--- config.mk ---
export PLATFORM = sky130hd
export DESIGN_NAME = pbc_regs
export DESIGN_NICKNAME = d
export VERILOG_FILES = /design/src/rtl/pbc_pkg.sv /design/src/rtl/pbc_regs.sv /design/src/rtl/pbc_sync.sv
export SDC_FILE = /design/constraint.sdc
export NUM_CORES = 1
export LEC_CHECK = 0
export BUFFER_PORTS_ARGS = -buffer_cell sky130_fd_sc_hd__buf_2
export CAP_MARGIN = 20
export CORE_ASPECT_RATIO = 1.75
export CORE_MARGIN = 5
export CORE_UTILIZATION = 59
export DETAILED_ROUTE_END_ITERATION = 8
export HOLD_SLACK_MARGIN = 0.15
export PLACE_DENSITY = 0.79
export SKIP_LAST_GASP = 1
export SLEW_MARGIN = 20
export SYNTH_ARGS = -nofsm -noshare
export SYNTH_HDL_FRONTEND = slang
export SYNTH_HIERARCHICAL = 1
export SYNTH_SLANG_ARGS = --single-unit
--- constraint.sdc ---
create_clock -name clk_i -period 2.51 [get_ports clk_i]
set_clock_uncertainty 0.05 [all_clocks]
set_input_delay 0.3765 -clock clk_i [delete_from_list [all_inputs] [get_ports clk_i]]
set_output_delay 0.3765 -clock clk_i [all_outputs]
set_load 0.01 [all_outputs]
--- src/rtl/pbc_pkg.sv ---
// Constants for the basic mode control and status register pair
// Notes on behaviour
// Negotiation off: speed bit 13, duplex bit 8
// Bit 11 powers down; management access stays
// Power down is bit 11 OR pin
// Bit 10 isolates port from MII signals
// Restart write ignored while negotiation disabled
// Restart reads 1 until negotiation begins
// Writing 0 to restart changes nothing
// Bit 8 selects full or half duplex
// Collision test: COL within 512 bit times
// Collision test: COL drops within 4 bits
// Status bit 15 always reads 0
// Status bits 14 to 11 read 1
// Preamble needed once; bit 6 reads 1
// Status bit 5 set only when finished
// Remote fault latches high, read clears
// Status bit 3 reads 1
// Link status latches low until read
// Jabber latches high, only at 10 Mbps
// Latched-high bit holds 1 until read
// Latched-low bit holds 0 until read
// Bit 12 enables automatic negotiation
// Reserved bits read zero, ignore writes
package pbc_pkg;

  // ==========================================================
  // Register map
  localparam logic [4:0] PBC_REG_CONTROL = 5'h00;
  localparam logic [4:0] PBC_REG_STATUS = 5'h01;

  // ==========================================================
  // Control register fields
  localparam int PBC_C_SPEED = 13;
  localparam int PBC_C_AN_EN = 12;
  localparam int PBC_C_PDOWN = 11;
  localparam int PBC_C_ISOLATE = 10;
  localparam int PBC_C_RESTART = 9;
  localparam int PBC_C_DUPLEX = 8;
  localparam int PBC_C_COLTEST = 7;
  localparam logic PBC_RST_SPEED = 1'h1;
  localparam logic PBC_RST_AN_EN = 1'h1;
  localparam logic PBC_RST_DUPLEX = 1'h1;

  // ==========================================================
  // Status register fields
  localparam int PBC_S_T4 = 15;
  localparam int PBC_S_ABIL_HI = 14;
  localparam int PBC_S_ABIL_LO = 11;
  localparam int PBC_S_PRE_SUP = 6;
  localparam int PBC_S_AN_DONE = 5;
  localparam int PBC_S_RFAULT = 4;
  localparam int PBC_S_AN_ABLE = 3;
  localparam int PBC_S_LINK = 2;
  localparam int PBC_S_JABBER = 1;
  localparam int PBC_S_EXT = 0;
  localparam logic [3:0] PBC_ABILITIES = 4'hf;
  localparam logic PBC_EXT_CAP = 1'h1;

  // ==========================================================
  // Management frame
  localparam int PBC_PREAMBLE_BITS = 32;
  localparam logic [1:0] PBC_OP_READ = 2'h2;
  localparam logic [1:0] PBC_OP_WRITE = 2'h1;
  localparam int PBC_ADDR_BITS = 10;
  localparam int PBC_DATA_BITS = 16;

  // ==========================================================
  // Timing
  localparam int PBC_CLK_PERIOD_NS = 25;
  localparam int PBC_BIT_TIME_NS = 10;
  localparam int PBC_COL_ON_BITS = 512;
  localparam int PBC_COL_OFF_BITS = 4;
  localparam int PBC_COL_ON_RAW = (PBC_COL_ON_BITS * PBC_BIT_TIME_NS) / PBC_CLK_PERIOD_NS;
  localparam int PBC_COL_OFF_RAW = (PBC_COL_OFF_BITS * PBC_BIT_TIME_NS) / PBC_CLK_PERIOD_NS;
  localparam int PBC_COL_ON_CYCLES = (PBC_COL_ON_RAW < 1) ? 1 : PBC_COL_ON_RAW;
  localparam int PBC_COL_OFF_CYCLES = (PBC_COL_OFF_RAW < 1) ? 1 : PBC_COL_OFF_RAW;
  localparam logic [1:0] PBC_STRAP_WAIT = 2'h2;

  typedef enum logic [2:0] {
    PBC_ST_PRE,
    PBC_ST_IDLE,
    PBC_ST_START,
    PBC_ST_OP,
    PBC_ST_ADDR,
    PBC_ST_TA,
    PBC_ST_DATA
  } pbc_state_type;

endpackage

--- src/rtl/pbc_regs.sv ---
// Basic control/status register pair behind a serial management slave
module pbc_regs
  import pbc_pkg::*;
(
  input wire logic clk_i,
  input wire logic rst_i,
  input wire logic mdc_i,
  input wire logic mdio_i,
  output logic mdio_o,
  output logic mdio_oe_o,
  input wire logic [4:0] phy_addr_strap_i,
  input wire logic interrupt_powerdown_pin_n_i,
  input wire logic an_started_i,
  input wire logic an_done_i,
  input wire logic an_speed_100_i,
  input wire logic an_full_duplex_i,
  input wire logic far_end_fault_i,
  input wire logic remote_fault_i,
  input wire logic link_ok_i,
  input wire logic jabber_i,
  input wire logic tx_en_i,
  output logic col_o,
  output logic powerdown_o,
  output logic isolate_o,
  output logic an_enable_o,
  output logic an_restart_o,
  output logic speed_100_o,
  output logic full_duplex_o
);

  // ==========================================================
  // Input synchronisers
  logic mdc_s;
  logic mdio_s;
  logic pin_n_s;
  logic [4:0] strap_s;

  pbc_sync #(
    .WIDTH(8),
    .RST_VAL(8'h06)
  ) u_sync (
    .clk_i(clk_i),
    .rst_i(rst_i),
    .d_i({phy_addr_strap_i, interrupt_powerdown_pin_n_i, mdio_i, mdc_i}),
    .q_o({strap_s, pin_n_s, mdio_s, mdc_s})
  );

  // ==========================================================
  // Strap capture and clock edge
  logic mdc_prev_q;
  logic [1:0] strap_cnt_q;
  logic [4:0] phy_addr_q;
  logic mdc_rise;

  // Strap chain needs two cycles to settle; last capture lands one edge later
  always_ff @(posedge clk_i)
  begin
    if (rst_i)
    begin
      mdc_prev_q <= 1'h0;
      strap_cnt_q <= 2'h0;
      phy_addr_q <= 5'h00;
    end
    else
    begin
      mdc_prev_q <= mdc_s;
      if (strap_cnt_q != PBC_STRAP_WAIT + 2'h1)
      begin
        strap_cnt_q <= strap_cnt_q + 2'h1;
        phy_addr_q <= strap_s;
      end
    end
  end

  assign mdc_rise = mdc_s & ~mdc_prev_q;

  // ==========================================================
  // Register state
  logic speed_q, speed_d;
  logic an_en_q, an_en_d;
  logic pdown_q, pdown_d;
  logic iso_q, iso_d;
  logic restart_q, restart_d;
  logic duplex_q, duplex_d;
  logic coltest_q, coltest_d;
  logic rfault_q, rfault_d;
  logic link_q, link_d;
  logic jabber_q, jabber_d;
  logic col_q, col_d;
  logic spd_out_q, spd_out_d;
  logic dup_out_q, dup_out_d;
  logic pd_out_q, pd_out_d;
  logic [15:0] ctrl_word;
  logic [15:0] stat_word;
  logic an_complete;

  // Write and read strobes from the frame engine
  logic wr_stb;
  logic rd_stb;
  logic [4:0] regad_q;
  logic [15:0] wr_data;

  assign an_complete = an_done_i & an_en_q & ~restart_q;

  always_comb
  begin
    // Bits 15, 14 and 6:0 stay zero
    ctrl_word = 16'h0000;
    ctrl_word[PBC_C_SPEED] = speed_q;
    ctrl_word[PBC_C_AN_EN] = an_en_q;
    ctrl_word[PBC_C_PDOWN] = pdown_q;
    ctrl_word[PBC_C_ISOLATE] = iso_q;
    ctrl_word[PBC_C_RESTART] = restart_q;
    ctrl_word[PBC_C_DUPLEX] = duplex_q;
    ctrl_word[PBC_C_COLTEST] = coltest_q;
    stat_word = 16'h0000;
    stat_word[PBC_S_T4] = 1'h0;
    stat_word[PBC_S_ABIL_HI:PBC_S_ABIL_LO] = PBC_ABILITIES;
    stat_word[PBC_S_PRE_SUP] = 1'h1;
    stat_word[PBC_S_AN_DONE] = an_complete;
    stat_word[PBC_S_RFAULT] = rfault_q;
    stat_word[PBC_S_AN_ABLE] = 1'h1;
    stat_word[PBC_S_LINK] = link_q;
    stat_word[PBC_S_JABBER] = jabber_q;
    stat_word[PBC_S_EXT] = PBC_EXT_CAP;
  end

  always_comb
  begin
    speed_d = speed_q;
    an_en_d = an_en_q;
    pdown_d = pdown_q;
    iso_d = iso_q;
    duplex_d = duplex_q;
    coltest_d = coltest_q;
    restart_d = restart_q;
    if (wr_stb && regad_q == PBC_REG_CONTROL)
    begin
      speed_d = wr_data[PBC_C_SPEED];
      an_en_d = wr_data[PBC_C_AN_EN];
      pdown_d = wr_data[PBC_C_PDOWN];
      iso_d = wr_data[PBC_C_ISOLATE];
      duplex_d = wr_data[PBC_C_DUPLEX];
      coltest_d = wr_data[PBC_C_COLTEST];
    end
    if (!pin_n_s)
      pdown_d = 1'h1;
    if (an_started_i)
      restart_d = 1'h0;
    // A zero written here leaves a pending restart alone
    if (wr_stb && regad_q == PBC_REG_CONTROL && wr_data[PBC_C_RESTART] && an_en_d)
      restart_d = 1'h1;
    if (!an_en_d)
      restart_d = 1'h0;
    // Latched bits: a new event beats the clearing read
    rfault_d = rd_stb ? 1'h0 : rfault_q;
    if (far_end_fault_i || remote_fault_i)
      rfault_d = 1'h1;
    link_d = rd_stb ? link_ok_i : (link_q & link_ok_i);
    jabber_d = rd_stb ? 1'h0 : jabber_q;
    if (jabber_i && !spd_out_q)
      jabber_d = 1'h1;
    // Registered echo of TX_EN meets both limits in one cycle
    col_d = coltest_q & tx_en_i & ~iso_q & ~pd_out_q;
    spd_out_d = an_en_q ? an_speed_100_i : speed_q;
    dup_out_d = an_en_q ? an_full_duplex_i : duplex_q;
    pd_out_d = pdown_q | ~pin_n_s;
  end

  always_ff @(posedge clk_i)
  begin
    if (rst_i)
    begin
      speed_q <= PBC_RST_SPEED;
      an_en_q <= PBC_RST_AN_EN;
      pdown_q <= 1'h0;
      iso_q <= 1'h0;
      restart_q <= 1'h0;
      duplex_q <= PBC_RST_DUPLEX;
      coltest_q <= 1'h0;
      rfault_q <= 1'h0;
      link_q <= 1'h0;
      jabber_q <= 1'h0;
      col_q <= 1'h0;
      spd_out_q <= PBC_RST_SPEED;
      dup_out_q <= PBC_RST_DUPLEX;
      pd_out_q <= 1'h0;
    end
    else
    begin
      speed_q <= speed_d;
      an_en_q <= an_en_d;
      pdown_q <= pdown_d;
      iso_q <= iso_d;
      restart_q <= restart_d;
      duplex_q <= duplex_d;
      coltest_q <= coltest_d;
      rfault_q <= rfault_d;
      link_q <= link_d;
      jabber_q <= jabber_d;
      col_q <= col_d;
      spd_out_q <= spd_out_d;
      dup_out_q <= dup_out_d;
      pd_out_q <= pd_out_d;
    end
  end

  assign col_o = col_q;
  assign powerdown_o = pd_out_q;
  assign isolate_o = iso_q;
  assign an_enable_o = an_en_q;
  assign an_restart_o = restart_q;
  assign speed_100_o = spd_out_q;
  assign full_duplex_o = dup_out_q;

  // ==========================================================
  // Management frame engine
  pbc_state_type state_q, state_d;
  logic [4:0] cnt_q, cnt_d;
  logic [15:0] shift_q, shift_d;
  logic is_read_q, is_read_d;
  logic match_q, match_d;
  logic [4:0] regad_d;
  logic mdio_o_q, mdio_o_d;
  logic mdio_oe_q, mdio_oe_d;
  logic [15:0] rd_word;

  always_comb
  begin
    if (regad_q == PBC_REG_CONTROL)
      rd_word = ctrl_word;
    else if (regad_q == PBC_REG_STATUS)
      rd_word = stat_word;
    else
      rd_word = 16'h0000;
  end

  // Power down and isolate leave this engine running
  always_comb
  begin
    state_d = state_q;
    cnt_d = cnt_q;
    shift_d = shift_q;
    is_read_d = is_read_q;
    match_d = match_q;
    regad_d = regad_q;
    mdio_o_d = mdio_o_q;
    mdio_oe_d = mdio_oe_q;
    wr_stb = 1'h0;
    rd_stb = 1'h0;
    wr_data = {shift_q[14:0], mdio_s};
    if (mdc_rise)
    begin
      case (state_q)
        PBC_ST_PRE:
        begin
          cnt_d = 5'h00;
          if (mdio_s && cnt_q == 5'(PBC_PREAMBLE_BITS - 1))
            state_d = PBC_ST_IDLE;
          else if (mdio_s)
            cnt_d = cnt_q + 5'h01;
        end
        PBC_ST_IDLE:
        begin
          if (!mdio_s)
            state_d = PBC_ST_START;
        end
        PBC_ST_START:
        begin
          cnt_d = 5'h00;
          state_d = mdio_s ? PBC_ST_OP : PBC_ST_PRE;
        end
        PBC_ST_OP:
        begin
          shift_d = {shift_q[14:0], mdio_s};
          cnt_d = cnt_q + 5'h01;
          if (cnt_q == 5'h01)
          begin
            cnt_d = 5'h00;
            is_read_d = ({shift_q[0], mdio_s} == PBC_OP_READ);
            // Bad opcode asks for a fresh preamble
            if ({shift_q[0], mdio_s} == PBC_OP_READ || {shift_q[0], mdio_s} == PBC_OP_WRITE)
              state_d = PBC_ST_ADDR;
            else
              state_d = PBC_ST_PRE;
          end
        end
        PBC_ST_ADDR:
        begin
          shift_d = {shift_q[14:0], mdio_s};
          cnt_d = cnt_q + 5'h01;
          if (cnt_q == 5'(PBC_ADDR_BITS - 1))
          begin
            cnt_d = 5'h00;
            match_d = (shift_q[8:4] == phy_addr_q);
            regad_d = {shift_q[3:0], mdio_s};
            state_d = PBC_ST_TA;
          end
        end
        PBC_ST_TA:
        begin
          cnt_d = 5'h01;
          if (cnt_q == 5'h00)
          begin
            if (is_read_q)
            begin
              mdio_oe_d = match_q;
              mdio_o_d = 1'h0;
            end
            else if (!mdio_s)
            begin
              // Full preamble count again, not a stale one
              cnt_d = 5'h00;
              state_d = PBC_ST_PRE;
            end
          end
          else
          begin
            cnt_d = 5'h00;
            if (is_read_q)
            begin
              shift_d = rd_word;
              mdio_o_d = rd_word[PBC_DATA_BITS-1];
              rd_stb = match_q && regad_q == PBC_REG_STATUS;
              state_d = PBC_ST_DATA;
            end
            else
              state_d = mdio_s ? PBC_ST_PRE : PBC_ST_DATA;
          end
        end
        PBC_ST_DATA:
        begin
          cnt_d = cnt_q + 5'h01;
          if (is_read_q)
          begin
            shift_d = {shift_q[14:0], 1'h0};
            mdio_o_d = shift_q[PBC_DATA_BITS-2];
          end
          else
            shift_d = {shift_q[14:0], mdio_s};
          if (cnt_q == 5'(PBC_DATA_BITS - 1))
          begin
            cnt_d = 5'h00;
            mdio_oe_d = 1'h0;
            mdio_o_d = 1'h0;
            wr_stb = ~is_read_q & match_q;
            state_d = PBC_ST_IDLE;
          end
        end
        default:
        begin
          state_d = PBC_ST_PRE;
        end
      endcase
    end
  end

  always_ff @(posedge clk_i)
  begin
    if (rst_i)
    begin
      state_q <= PBC_ST_PRE;
      cnt_q <= 5'h00;
      shift_q <= 16'h0000;
      is_read_q <= 1'h0;
      match_q <= 1'h0;
      regad_q <= 5'h00;
      mdio_o_q <= 1'h0;
      mdio_oe_q <= 1'h0;
    end
    else
    begin
      state_q <= state_d;
      cnt_q <= cnt_d;
      shift_q <= shift_d;
      is_read_q <= is_read_d;
      match_q <= match_d;
      regad_q <= regad_d;
      mdio_o_q <= mdio_o_d;
      mdio_oe_q <= mdio_oe_d;
    end
  end

  assign mdio_o = mdio_o_q;
  assign mdio_oe_o = mdio_oe_q;

endmodule

--- src/rtl/pbc_sync.sv ---
// Two flip-flop synchroniser, one chain per bit
module pbc_sync
  import pbc_pkg::*;
#(
  parameter int WIDTH = 1,
  parameter logic [WIDTH-1:0] RST_VAL = '0
)
(
  input wire logic clk_i,
  input wire logic rst_i,
  input wire logic [WIDTH-1:0] d_i,
  output logic [WIDTH-1:0] q_o
);

  logic [WIDTH-1:0] meta_q;

  // ==========================================================
  // Chains
  for (genvar i = 0; i < WIDTH; i++)
  begin : g_bit
    always_ff @(posedge clk_i)
    begin
      if (rst_i)
      begin
        meta_q[i] <= RST_VAL[i];
        q_o[i] <= RST_VAL[i];
      end
      else
      begin
        meta_q[i] <= d_i[i];
        q_o[i] <= meta_q[i];
      end
    end
  end

endmodule

==> results by stage <==
Synth:
- Synthesis produced a netlist with a net count of 369.
- The most used flip-flop cell after synthesis is dfxtp_1.
- Counting every instance in the synthesized netlist gives roughly 340.
- The proportion of synthesized chip area in sequential cells is 43.1%.
- The total number of yosys warnings is 6.
- Yosys mapped the design onto 57 distinct sky130hd cell types.
- The number of flops mapped to enable cells by yosys is 0.
- After synthesis, the share of flip-flops with an asynchronous set or reset is 0%.
- The netlist area before placement is ~3300 µm².
- The total of flip-flops plus latches after synthesis is 70.
- After synthesis, the mean cell area works out to 9.52 µm².

Power and ir drop:
- In this run the power density over the cells is around 610 nW/µm².
- The peak ir drop on the vdd network is 0.573 mV.
- The cell leakage power is 1.37 nW.

Job:
- The tool flagged a number of max-cap violations equal to 0.

STA:
- Setup violations remaining at the end of the flow were counted as 0.
- Headroom to the max-slew limit came out at between 50 and 60%.
- Dividing the final minimum period by the clock period gives 91.4%.
- The clock period could shrink to 2.30 ns.
- For this run, the top clock speed supported by timing is 0.436 GHz.
- Setup repair after global routing left no endpoint under its margin.
- At the pin with the least slew margin, the transition time is 0.712 ns.
- The number of hold violations in the final report is 0.
- Summed over all failing endpoints, the final setup total negative slack is 0 ns.
- The number of max-slew violations in the final report came to 0.

Drt:
- The number of vias after detailed routing is 2553.
- For this run, design rule violations remaining after detail routing come to 0.
- After detailed routing, the total wire length is 7050 µm.
- The total iterations of the first detailed-routing run is 5.
- After detailed routing, the number of vias per cell comes to roughly 5.7.
- The post-detailed-route wirelength per cell is 15.8 µm.
- The detail route stage leaves a number of antenna-violating nets equal to 0.
- The initial detailed-routing violation count is between 150 and 200.

Setup path:
- The maximum fanout count along the critical path is 30.
- Walking the worst path, the cells encountered are inv_1 -> ha_1 -> or4b_4 -> a311oi_1 -> a211oi_4 -> buf_4 -> nor2_1 -> a311oi_2.
- The required arrival time at the worst endpoint is 2.65 ns.
- The critical path arrival is 2.44 ns.
- The setup path with the least slack is of type reg -> reg.
- The worst register-to-register path begins at cnt_q[1].
- The element type at the critical path start is a register.
- The slowest stage of the critical path is the or4b_4 cell.
- The critical path starts at cnt_q[1].
- The capturing element type of the critical path is a register.
- The largest incremental delay on the critical path is between 0.4 and 0.5 ns.

Global routing:
- Global routing used 22.3% of the available tracks across all layers.
- The leftover overflow at the end of global routing is 0.
- The largest net degree at the start of global routing is 39.
- The global-route wire length before repair is 12200 µm.
- The via count of the first global-routing pass is ~2600.
- The initial antenna violation count is 0.

Worst hold path:
- The startpoint of the lowest-slack hold path is interrupt_powerdown_pin_n_i.
- The path class of the tightest hold or removal check is in -> reg.

Clock tree:
- The number of clock sinks is 70.
- Post-CTS repair changed the size of 0 cells.
- CTS placed an instance of clkbuf_8 at the clock tree root.
- The clock slew at the register clock pins of the worst setup and hold paths is 0.07 ns.
- The TritonCTS clock tree is yes.
- In this run the number of H-tree levels came out at 3.
- The number of hold buffers added after CTS is 0.
- The post-CTS setup-driven buffer insertion count is 0.
- The clock buffer count from CTS is 9.
- The worst-case clock buffer depth is 2.
- The insertion delay to the later sink of the worst-skew pair is ~0.34 ns.

Die:
- Measured along the y axis, the die boundary spans 108 µm.
- The area enclosed by the die boundary is about 7200 µm².
- The area of the placeable core is 5300 µm².
- The row count is 35.
- The starting utilization of the core area is 61.4%.
- Measured along the x axis, the die boundary spans 66.1 µm.
- During I/O placement, the number of pins put on the boundary was 28.

Layout:
- The library cell used most frequently in the layout, excluding fill and tap cells, is dfxtp_1.
- Of the cells placed in the final design, the portion with a size suffix greater than 1 is 21.5%.
- The core occupancy in the finished layout is 69.5%.
- The number of antenna diodes in the final layout is 0.
- The area growth from synthesis to layout is 13.1%.
- In the layout the commonest cells are 70 x dfxtp_1, 38 x nor2_1, 28 x a21oi_1.
- The net count of the finished layout is slightly below 400.

Placement:
- At the end of routability-driven placement, the weighted congestion stood at between 0.9 and 1.
- The number of buffers inserted by port buffering is 27.
- Once detailed placement completed, the half-perimeter wirelength came to just over 5000 µm.

Outcome:
- The run finished with clean final reports.
cells by family (layout without fill, tap and decap cells):
kind of cell | Yosys count | in the layout | share of synthesized area, %
compound gates | 76 | 76 | 18.2
xor+xnor | 6 | 6 | 1.61
fa+ha+maj | 8 | 8 | 3.08
buf+inv | 35 | 65 | 5.46
flops | 70 | 70 | 43.1
mux | 15 | 15 | 4.61
simple gates | 132 | 132 | 24.0
synth_stat cells, drive strengths merged (9+ instances only):
cell     n  area, µm²
buf     10       70.1
nand3    9       45.0
inv     11       41.3
mux2i   15        150
nor3    12       71.3
a211oi  16        175
nand2   12       45.0
nor2    39        154
nor2b   21        139
clkbuf  13       48.8
a21oi   28        140
dfxtp   70       1400
cell type report:
type                       count  area, µm²
multi-input combinational    237       1690
inverter                      12       58.8
fill                         446       1620
timing repair buffer          37        223
tap                           74       92.6
sequential                    70       1400
clock buffer                  10        128
clock inverter                 6       86.3
worst max-delay path: cells and delay by family, from the launching register on:
kind | cells | cell delay (ns)
AOI/OAI and AO/OA | 3 | 0.57
adders and majority gates | 1 | 0.15
buffers and inverters | 2 | 0.36
DFF | 1 | 0.35
and+or+nand+nor | 2 | 0.66
worst paths after layout:
| check | to | slack (ns) | cells past startpoint |
|---|---|---|---|
| worst max-delay path | shift_q[10] | 0.21 | 8 |
| worst min-delay path | u_sync/meta_q[2] | 0.16 | 2 |
| worst max register to register | shift_q[10] | 0.21 | 8 |
| worst min register to register | col_o | 0.36 | 1 |
registers in the layout, indices dropped and copies added (netlist names), 2 cells and up:
name and count:
u_sync/meta_q 8, regad_q 5, u_sync/q_o 8, shift_q 15
phy_addr_q 5, state_q 3, strap_cnt_q 2, cnt_q 5
power breakdown:
group	switching, mW	leakage (nW)	internal, mW
sequential	0.0152	0.570	1.14
combinational	0.0590	0.695	0.0517
clock	0.418	0.106	0.558
total	0.492	1.37	1.75
metal layers:
metal	vias to the layer above	GRT usage, %	routed length (µm)
met1	1220	21.9	2660
met3	14	5.61	246
met5	-	0	0
met4	0	10.3	167
met2	57	42.1	3980
li1	1262	-	-
per-stage QoR:
| step | std cells | setup slack [ns] | power [mW] | instance area (µm²) | hold WS [ns] |
|---|---|---|---|---|---|
| floorplan | 342 | 0.417 | 1.25 | 3250 | 0.333 |
| global placement | 430 | 0.293 | 1.29 | 3460 | 0.338 |
| detailed placement | 430 | 0.223 | 1.29 | 3460 | 0.342 |
| CTS | 446 | 0.210 | 2.25 | 3680 | 0.151 |
| global route | 446 | 0.0711 | 2.33 | 3680 | 0.165 |
| finish | 446 | 0.215 | 2.24 | 3680 | 0.164 |
No activity file was read; power rests on OpenSTA's default activity.
